$ cat config.mk
export PLATFORM = sky130hd
export DESIGN_NAME = twe_target
export DESIGN_NICKNAME = d
export VERILOG_FILES = /design/src/twe_sync.v /design/src/twe_fifo.v /design/src/twe_target.v
export VERILOG_INCLUDE_DIRS = /design/src
export SDC_FILE = /design/constraint.sdc
export NUM_CORES = 1
export LEC_CHECK = 0
export BUFFER_PORTS_ARGS = -buffer_cell sky130_fd_sc_hd__buf_4
export CORE_MARGIN = 2
export CORE_UTILIZATION = 25
export CTS_CLUSTER_SIZE = 16
export DETAILED_ROUTE_END_ITERATION = 8
export PLACE_DENSITY_LB_ADDON = 0.05
export SETUP_SLACK_MARGIN = 0.3
export SYNTH_ARGS = -nofsm -noshare
export SYNTH_HDL_FRONTEND = slang
export SYNTH_SLANG_ARGS = --single-unit
$ cat constraint.sdc
create_clock -name I_CLK -period 4.4 [get_ports I_CLK]
set_clock_uncertainty 0.15 [all_clocks]
set_input_delay 0.44 -clock I_CLK [delete_from_list [all_inputs] [get_ports I_CLK]]
set_output_delay 0.44 -clock I_CLK [all_outputs]
set_load 0.03 [all_outputs]
$ cat src/twe_defs.vh
// Constants for the two-wire memory target front end
`ifndef TWE_DEFS_VH
`define TWE_DEFS_VH
`define TWE_PREFIX 5'h14
`define TWE_PREFIX_MSB 7
`define TWE_PREFIX_LSB 3
`define TWE_SEL_HIGH_BIT 2
`define TWE_SEL_LOW_BIT 1
`define TWE_RW_BIT 0
`define TWE_WORD_BITS 8
`define TWE_CLK_MHZ 100
`define TWE_TWR_MS 5
`define TWE_TWR_CYCLES (`TWE_TWR_MS * 1000 * `TWE_CLK_MHZ)
`define TWE_FIFO_WIDTH 8
`define TWE_FIFO_DEPTH 16
`define TWE_FIFO_AW 4
`endif

$ cat src/twe_sync.v
// Two flip-flop synchroniser for one pin level
`timescale 1ns/100ps
`default_nettype none
module twe_sync (
   input wire i_clk,
   input wire i_rst_n,
   input wire i_d,
   output reg o_q
);
   reg meta;
   always @(posedge i_clk or negedge i_rst_n) begin
      if (!i_rst_n) begin
         meta <= 1'b1;
         o_q <= 1'b1;
      end else begin
         meta <= i_d;
         o_q <= meta;
      end
   end
endmodule // twe_sync
`default_nettype wire

$ cat src/twe_fifo.v
// Received-word FIFO with valid/ready on both sides
`timescale 1ns/100ps
`default_nettype none
module twe_fifo #(
   parameter WIDTH = 8,
   parameter DEPTH = 16,
   parameter AW = 4
) (
   input wire i_clk,
   input wire i_rst_n,
   input wire i_flush,
   input wire i_in_valid,
   output wire o_in_ready,
   input wire [WIDTH-1:0] i_in_data,
   output wire o_out_valid,
   input wire i_out_ready,
   output wire [WIDTH-1:0] o_out_data
);
   reg [WIDTH-1:0] mem [0:DEPTH-1];
   reg [AW:0] wr_ptr;
   reg [AW:0] rd_ptr;
   wire empty = (wr_ptr == rd_ptr);
   wire full = (wr_ptr[AW-1:0] == rd_ptr[AW-1:0]) &&
      (wr_ptr[AW] != rd_ptr[AW]);
   wire push = i_in_valid && !full;
   wire pop = i_out_ready && !empty;
   assign o_in_ready = !full;
   assign o_out_valid = !empty;
   assign o_out_data = mem[rd_ptr[AW-1:0]];
   always @(posedge i_clk) begin
      if (push) begin
         mem[wr_ptr[AW-1:0]] <= i_in_data;
      end
   end
   always @(posedge i_clk or negedge i_rst_n) begin
      if (!i_rst_n) begin
         wr_ptr <= {(AW+1){1'b0}};
         rd_ptr <= {(AW+1){1'b0}};
      end else if (i_flush) begin
         wr_ptr <= {(AW+1){1'b0}};
         rd_ptr <= {(AW+1){1'b0}};
      end else begin
         if (push) begin
            wr_ptr <= wr_ptr + 1'b1;
         end
         if (pop) begin
            rd_ptr <= rd_ptr + 1'b1;
         end
      end
   end
endmodule // twe_fifo
`default_nettype wire

$ cat src/twe_target.v
// Two-wire memory target front end: framing, address match, ack, write window
//
// Behaviour
// - Data changes with clock high mark conditions
// - Data falling, clock high is start
// - Data rising, clock high is stop
// - Eight-bit words, ack low on ninth clock
// - Standby at power-up, after stop without write, and after write window
// - Device address word follows every start
// - Top five address bits must match prefix
// - Two address bits match select pins
// - Unconnected select pin reads as low
// - Address bit zero: high read, low write
// - Match acks; mismatch no ack, standby
// - Write protect high blocks all writes
// - Self-timed write from stop, bounded window
// - Sample on clock rise, drive after fall
// - Ignore everything during internal write
`timescale 1ns/100ps
`default_nettype none
`include "twe_defs.vh"
module twe_target #(
   parameter TWR_CYCLES = `TWE_TWR_CYCLES
) (
   input wire I_CLK,
   input wire I_RESET_N,
   input wire I_SCL,
   input wire I_SDA,
   output wire O_SDA,
   output wire O_SDA_OE_N,
   input wire I_SELECT_PIN_HIGH,
   input wire I_SELECT_PIN_LOW,
   input wire I_WRITE_PROTECT,
   input wire I_READ_DATA,
   output reg O_READ_DATA_REQ,
   output wire O_WORD_VALID,
   input wire I_WORD_READY,
   output wire [7:0] O_WORD_DATA,
   output reg O_FRAME_START,
   output reg O_WRITE_COMMIT,
   output reg O_READ_MODE,
   output reg O_SELECTED,
   output reg O_STANDBY,
   output reg O_WRITE_BUSY
);
   localparam ST_IDLE = 6'b000001;
   localparam ST_ADDR = 6'b000010;
   localparam ST_ACK = 6'b000100;
   localparam ST_RXD = 6'b001000;
   localparam ST_TXD = 6'b010000;
   localparam ST_MACK = 6'b100000;

   reg rst_meta;
   reg rst_n;
   always @(posedge I_CLK or negedge I_RESET_N) begin
      if (!I_RESET_N) begin
         rst_meta <= 1'b0;
         rst_n <= 1'b0;
      end else begin
         rst_meta <= 1'b1;
         rst_n <= rst_meta;
      end
   end

   wire scl_s;
   wire sda_s;
   wire sel_hi_s;
   wire sel_lo_s;
   wire wp_s;
   twe_sync u_sync_scl (.i_clk(I_CLK), .i_rst_n(rst_n), .i_d(I_SCL),
      .o_q(scl_s));
   twe_sync u_sync_sda (.i_clk(I_CLK), .i_rst_n(rst_n), .i_d(I_SDA),
      .o_q(sda_s));
   // Floating select pins need no pull outside; x or z folds to low
   twe_sync u_sync_shi (.i_clk(I_CLK), .i_rst_n(rst_n),
      .i_d(I_SELECT_PIN_HIGH === 1'b1), .o_q(sel_hi_s));
   twe_sync u_sync_slo (.i_clk(I_CLK), .i_rst_n(rst_n),
      .i_d(I_SELECT_PIN_LOW === 1'b1), .o_q(sel_lo_s));
   twe_sync u_sync_wp (.i_clk(I_CLK), .i_rst_n(rst_n),
      .i_d(I_WRITE_PROTECT === 1'b1), .o_q(wp_s));

   reg scl_d;
   reg sda_d;
   always @(posedge I_CLK or negedge rst_n) begin
      if (!rst_n) begin
         scl_d <= 1'b1;
         sda_d <= 1'b1;
      end else begin
         scl_d <= scl_s;
         sda_d <= sda_s;
      end
   end
   wire scl_rise = scl_s && !scl_d;
   wire scl_fall = !scl_s && scl_d;
   // Only data moving under a steady high clock is a condition
   wire start_cond = scl_s && scl_d && sda_d && !sda_s;
   wire stop_cond = scl_s && scl_d && !sda_d && sda_s;

   reg [5:0] state;
   reg [3:0] bit_cnt;
   reg [7:0] shift;
   reg ack_ok;
   reg is_write;
   reg got_data;
   reg drive_low;
   reg [31:0] twr_cnt;

   wire fifo_in_ready;
   reg fifo_push;
   reg [7:0] fifo_data;
   wire [4:0] rx_prefix = shift[`TWE_PREFIX_MSB:`TWE_PREFIX_LSB];
   wire addr_match = (rx_prefix == `TWE_PREFIX) &&
      (shift[`TWE_SEL_HIGH_BIT] == sel_hi_s) &&
      (shift[`TWE_SEL_LOW_BIT] == sel_lo_s);

   twe_fifo #(
      .WIDTH(`TWE_FIFO_WIDTH),
      .DEPTH(`TWE_FIFO_DEPTH),
      .AW(`TWE_FIFO_AW)
   ) u_fifo (
      .i_clk(I_CLK),
      .i_rst_n(rst_n),
      .i_flush(1'b0),
      .i_in_valid(fifo_push),
      .o_in_ready(fifo_in_ready),
      .i_in_data(fifo_data),
      .o_out_valid(O_WORD_VALID),
      .i_out_ready(I_WORD_READY),
      .o_out_data(O_WORD_DATA)
   );

   // Open drain: enable low only while pulling the line low
   assign O_SDA = 1'b0;
   assign O_SDA_OE_N = !drive_low;

   always @(posedge I_CLK or negedge rst_n) begin
      if (!rst_n) begin
         state <= ST_IDLE;
         bit_cnt <= 4'h0;
         shift <= 8'h00;
         ack_ok <= 1'b0;
         is_write <= 1'b0;
         got_data <= 1'b0;
         drive_low <= 1'b0;
         twr_cnt <= 32'h0000_0000;
         fifo_push <= 1'b0;
         fifo_data <= 8'h00;
         O_READ_DATA_REQ <= 1'b0;
         O_FRAME_START <= 1'b0;
         O_WRITE_COMMIT <= 1'b0;
         O_READ_MODE <= 1'b0;
         O_SELECTED <= 1'b0;
         O_STANDBY <= 1'b1;
         O_WRITE_BUSY <= 1'b0;
      end else begin
         fifo_push <= 1'b0;
         O_READ_DATA_REQ <= 1'b0;
         O_FRAME_START <= 1'b0;
         O_WRITE_COMMIT <= 1'b0;
         if (O_WRITE_BUSY) begin
            // Bus is deaf until the internal write ends
            drive_low <= 1'b0;
            state <= ST_IDLE;
            if (twr_cnt >= TWR_CYCLES - 1) begin
               O_WRITE_BUSY <= 1'b0;
               twr_cnt <= 32'h0000_0000;
               O_STANDBY <= 1'b1;
            end else begin
               twr_cnt <= twr_cnt + 32'h0000_0001;
            end
         end else if (start_cond) begin
            state <= ST_ADDR;
            bit_cnt <= 4'h0;
            drive_low <= 1'b0;
            got_data <= 1'b0;
            O_SELECTED <= 1'b0;
            O_STANDBY <= 1'b0;
            O_FRAME_START <= 1'b1;
         end else if (stop_cond) begin
            state <= ST_IDLE;
            drive_low <= 1'b0;
            O_SELECTED <= 1'b0;
            if (O_SELECTED && is_write && got_data && !wp_s) begin
               O_WRITE_BUSY <= 1'b1;
               O_WRITE_COMMIT <= 1'b1;
            end else begin
               O_STANDBY <= 1'b1;
            end
         end else begin
            case (state)
               ST_IDLE: begin
                  drive_low <= 1'b0;
               end
               ST_ADDR, ST_RXD: begin
                  if (scl_rise) begin
                     shift <= {shift[6:0], sda_s};
                     bit_cnt <= bit_cnt + 4'h1;
                  end else if (scl_fall && bit_cnt == 4'h8) begin
                     bit_cnt <= 4'h0;
                     if (state == ST_ADDR) begin
                        if (addr_match) begin
                           drive_low <= 1'b1;
                           ack_ok <= 1'b1;
                           O_SELECTED <= 1'b1;
                           O_READ_MODE <= shift[`TWE_RW_BIT];
                           is_write <= !shift[`TWE_RW_BIT];
                           state <= ST_ACK;
                        end else begin
                           state <= ST_IDLE;
                           O_STANDBY <= 1'b1;
                        end
                     end else begin
                        // Full FIFO or protect: no ack
                        ack_ok <= fifo_in_ready && !wp_s;
                        drive_low <= fifo_in_ready && !wp_s;
                        fifo_push <= fifo_in_ready && !wp_s;
                        fifo_data <= shift;
                        got_data <= got_data ||
                           (fifo_in_ready && !wp_s);
                        state <= ST_ACK;
                     end
                  end
               end
               ST_ACK: begin
                  if (scl_fall) begin
                     drive_low <= 1'b0;
                     if (!ack_ok) begin
                        state <= ST_IDLE;
                     end else if (O_READ_MODE) begin
                        state <= ST_TXD;
                        drive_low <= !I_READ_DATA;
                        O_READ_DATA_REQ <= 1'b1;
                        bit_cnt <= 4'h1;
                     end else begin
                        state <= ST_RXD;
                     end
                  end
               end
               ST_TXD: begin
                  if (scl_fall) begin
                     if (bit_cnt == 4'h8) begin
                        drive_low <= 1'b0;
                        state <= ST_MACK;
                     end else begin
                        drive_low <= !I_READ_DATA;
                        O_READ_DATA_REQ <= 1'b1;
                        bit_cnt <= bit_cnt + 4'h1;
                     end
                  end
               end
               ST_MACK: begin
                  if (scl_rise) begin
                     ack_ok <= !sda_s;
                  end else if (scl_fall) begin
                     if (ack_ok) begin
                        state <= ST_TXD;
                        drive_low <= !I_READ_DATA;
                        O_READ_DATA_REQ <= 1'b1;
                        bit_cnt <= 4'h1;
                     end else begin
                        state <= ST_IDLE;
                     end
                  end
               end
               default: begin
                  state <= ST_IDLE;
               end
            endcase
         end
      end
   end
endmodule // twe_target
`default_nettype wire

==> metrics list <==
- Counting the buffers created by CTS gives 29.
* Initial core utilization: 25.2%
- Highest fanout seen on the critical path: 21
- The longest clock path from root to sink contains 3 buffers.
- Dividing the detail-routed wire length by the instance count gives 18.8 um.
* I/O pin cnt: 27
- In this run, the number of DRC markers left after iteration 0 of detailed routing was 312.
* Fillers: 3711
- Port Buffer Count: 25
* Total Neg Setup Slack: 0 ps
* Endpoint of the worst-slack reg-to-reg timing path: u_fifo.mem[13][3]
- Power per cell area: 482 nW/um^2
- Type of the tightest min-delay check: input pin to async pin
* Synthesis-stage register bit count: 222
- Fin crit period: 3620 ps
- First-pass GRT wire length: 35000 um
- On the final layout, the worst hold slack is 42.1 ps.
- Dpl ws: 1300 ps
- CTS root buf: sky130_fd_sc_hd__clkbuf_16
- The number of pins with negative max-slew slack in the final report came to 0.
- In this run, the clock network consumes 44.6% of the power.
* Data arrival time of the critical path: 3030 ps
- Sequential Power Share: 44.1%
* RSZ-0062 raised after global routing: no
- Count of vias placed by the detailed router: 5396
* Total routing usage reported by global routing: 11.8%
- Synthesized Nets: 643
- Setup violations remaining at the end of the flow were counted as 0.
- Post-route DRC: 0
* Post-layout total power: 5.46 mW
- Entering global routing, the biggest net connects 70 pins.
* Register-to-Register Setup Slack: 1470 ps
* Max capacitance violation total: 0
- GRT overflow: 0
* Worst slew pin tran: 1020 ps
- Worst setup slack after layout: 776 ps
* Utilization after layout: 30.3%
* Via/cell ratio: 4.48
* Status: finished clean
- LEAKAGE: 4.16 nW
* Number of detailed-route iterations in the first pass: 6
- Die Outline Area: 39300 sq um
* Std-Cell Rows: 71
- The via count of the first global-routing pass came to 5579.
* Number of distinct library cells after synthesis: 64
- Kind of end point of the critical path: output port
- P_int: 4.06 mW
- Share of total power consumed by net switching: 25.6%
* Synth Area per Inst: 15.1 sq um
- Cells with a size suffix above 1 make up 26.5% of the layout.
* Worst max-slew margin expressed relative to the limit: 31.8%
- The congestion estimate from routability-driven global placement came to 0.766.
- Cell count of the worst reg-to-reg path: 5
- In this run the power spent charging and discharging nets is 1.40 mW.
* Clk pin slew, worst setup/hold paths: 60 ps
* DRT antenna net count: 0
- The critical path is of the flop to output port type.
- Final cell count without fillers: 1205
- Clock Latency Late Sink: 560 ps
* Placed Cells: 1146
- From synthesis to final layout, the design area changed by 20.1%.
- Die width: 198 um
* Post-synthesis sequential area ratio: 65.9%
- For this run, asynchronously set or reset flops after synthesis account for 42.3%.
- In this run the cell area measured after placement is 10300 sq um.
- Post-CTS timing repair inserted 0 buffers for setup.
- Derived from the worst setup path, the maximum achievable clock frequency is 0.276 GHz.
- Count of final hold-check violations: 0
- For this block, the routed nets add up to 22600 um of wire.
- The startpoint identified for the worst register-to-register timing path is u_fifo.rd_ptr[1].
- Primary FF master, synth: sky130_fd_sc_hd__edfxtp_1
- The worst setup path is launched from a flop.
* Clock tree from TritonCTS: yes
* Post-Synthesis Cell Area: 9420 sq um
- Final net count: 689
* Comb pwr share: 11.3%
- After routing the design area is 11300 sq um.
- Die Span Y: 198 um
* Worst EP required: 3810 ps
* Post-synthesis instance total: 626
- Initial antenna violation count: 0
* Final worst path period share: 82.4%
- Yosys mapped a number of flops with a built-in enable equal to 128.
- In this run the number of H-tree levels came out at 1.
* Maximum vdd ir drop: 0.000260 V
* Yosys warns: 0
- In this run the standard cell core region covers 37400 sq um.
- 0 antenna diodes ended up in the layout.
- Resized cells post-CTS: 0
* Sinks on the clock net: 222
- Once detailed placement completed, the half-perimeter wirelength came to 14800 um.
## worst max-delay path by stage
stage                startpoint             end  slack, ps  depth (start not counted)
6_report       u_fifo.rd_ptr[1]  O_WORD_DATA[6]        780                          4
5_1_grt        u_fifo.rd_ptr[1]  O_WORD_DATA[6]        630                          4
4_1_cts        u_fifo.rd_ptr[1]  O_WORD_DATA[6]        680                          4
3_5_place_dp   u_fifo.rd_ptr[1]  O_WORD_DATA[6]       1300                          4
3_3_place_gp   u_fifo.rd_ptr[1]  O_WORD_DATA[7]       1410                          4
2_1_floorplan             rst_n   O_FRAME_START       1460                          0
## layout make-up
type	count	area, sq um	area share (%)
Inverter	15	56.3	0.498
Multi-Input combinational cell	359	3040	26.8
Clock buffer	33	771	6.81
Timing Repair Buffer	45	365	3.23
Clock inverter	20	229	2.02
Tap cell	511	639	5.65
Sequential cell	222	6220	55.0
## timing repair
action                                 4_1_cts  5_1_grt
endpoints found under the hold margin        7        0
setup endpoints to repair                    0        0
hold buffers                                 6        0
## cell usage after synthesis, types with 16 or more instances
| master | n | area (sq um) |
|---|---|---|
| sky130_fd_sc_hd__edfxtp_1 | 128 | 3840 |
| sky130_fd_sc_hd__dfrtp_1 | 80 | 2000 |
| sky130_fd_sc_hd__mux4_2 | 40 | 901 |
| sky130_fd_sc_hd__nand2_1 | 38 | 143 |
| sky130_fd_sc_hd__o21ai_0 | 26 | 130 |
| sky130_fd_sc_hd__mux2_2 | 21 | 236 |
| sky130_fd_sc_hd__nand3_1 | 21 | 105 |
| sky130_fd_sc_hd__nor2_1 | 20 | 75.1 |
| sky130_fd_sc_hd__clkbuf_1 | 17 | 63.8 |
| sky130_fd_sc_hd__a21oi_1 | 16 | 80.1 |
## registers in the layout, indices dropped and copies added, names as in the netlist, 4 cells and up
name / cells
shift: 8
u_fifo.wr_ptr: 5
state: 6
u_fifo.mem: 128
bit_cnt: 4
u_fifo.rd_ptr: 5
twr_cnt: 32
fifo_data: 8
## placed cells by master, fill, tap and decap left out, types with 16 or more instances in the layout
cell	count
sky130_fd_sc_hd__buf_4	38
sky130_fd_sc_hd__o21ai_0	26
sky130_fd_sc_hd__a21oi_1	16
sky130_fd_sc_hd__mux2_2	21
sky130_fd_sc_hd__edfxtp_1	128
sky130_fd_sc_hd__dfrtp_1	78
sky130_fd_sc_hd__nor2_1	20
sky130_fd_sc_hd__mux4_2	40
sky130_fd_sc_hd__nand3_1	21
sky130_fd_sc_hd__nand2_1	38
sky130_fd_sc_hd__clkbuf_16	29
## metal layers
layer  track usage [%]  vias up  part of all wire [%]
met2              20.1       94                    49
met3              1.89       41                   3.3
met5                 0        -                     0
li1                  -     2495                     -
met1              15.3     2766                    45
met4              3.98        0                   3.1
## power groups by stage
stage | Combinational (mW) | Clock, mW | Sequential, mW
2_1_floorplan | 0.541 | 0 | 2.34
3_3_place_gp | 0.619 | 0 | 2.45
3_5_place_dp | 0.625 | 0 | 2.46
4_1_cts | 0.632 | 2.52 | 2.42
5_1_grt | 0.672 | 2.61 | 2.43
6_report | 0.615 | 2.43 | 2.41
## critical path, stage by stage (launching register included)
cell and delay, ps:
sky130_fd_sc_hd__dfrtp_1 1000, sky130_fd_sc_hd__buf_4 410, sky130_fd_sc_hd__mux4_2 350, sky130_fd_sc_hd__mux4_2 500, sky130_fd_sc_hd__buf_4 190
## cell families after synthesis
group                    share of synthesized area (%)
other                                           0.0797
multiplexers                                      12.3
adder cells (fa/ha/maj)                           1.06
AND/OR/NAND/NOR                                   11.3
buffers and inverters                             2.11
flip-flops                                        65.9
XOR/XNOR                                          1.95
AO/OA/AOI/OAI                                     5.26
No activity file was read; power rests on OpenSTA's default activity.
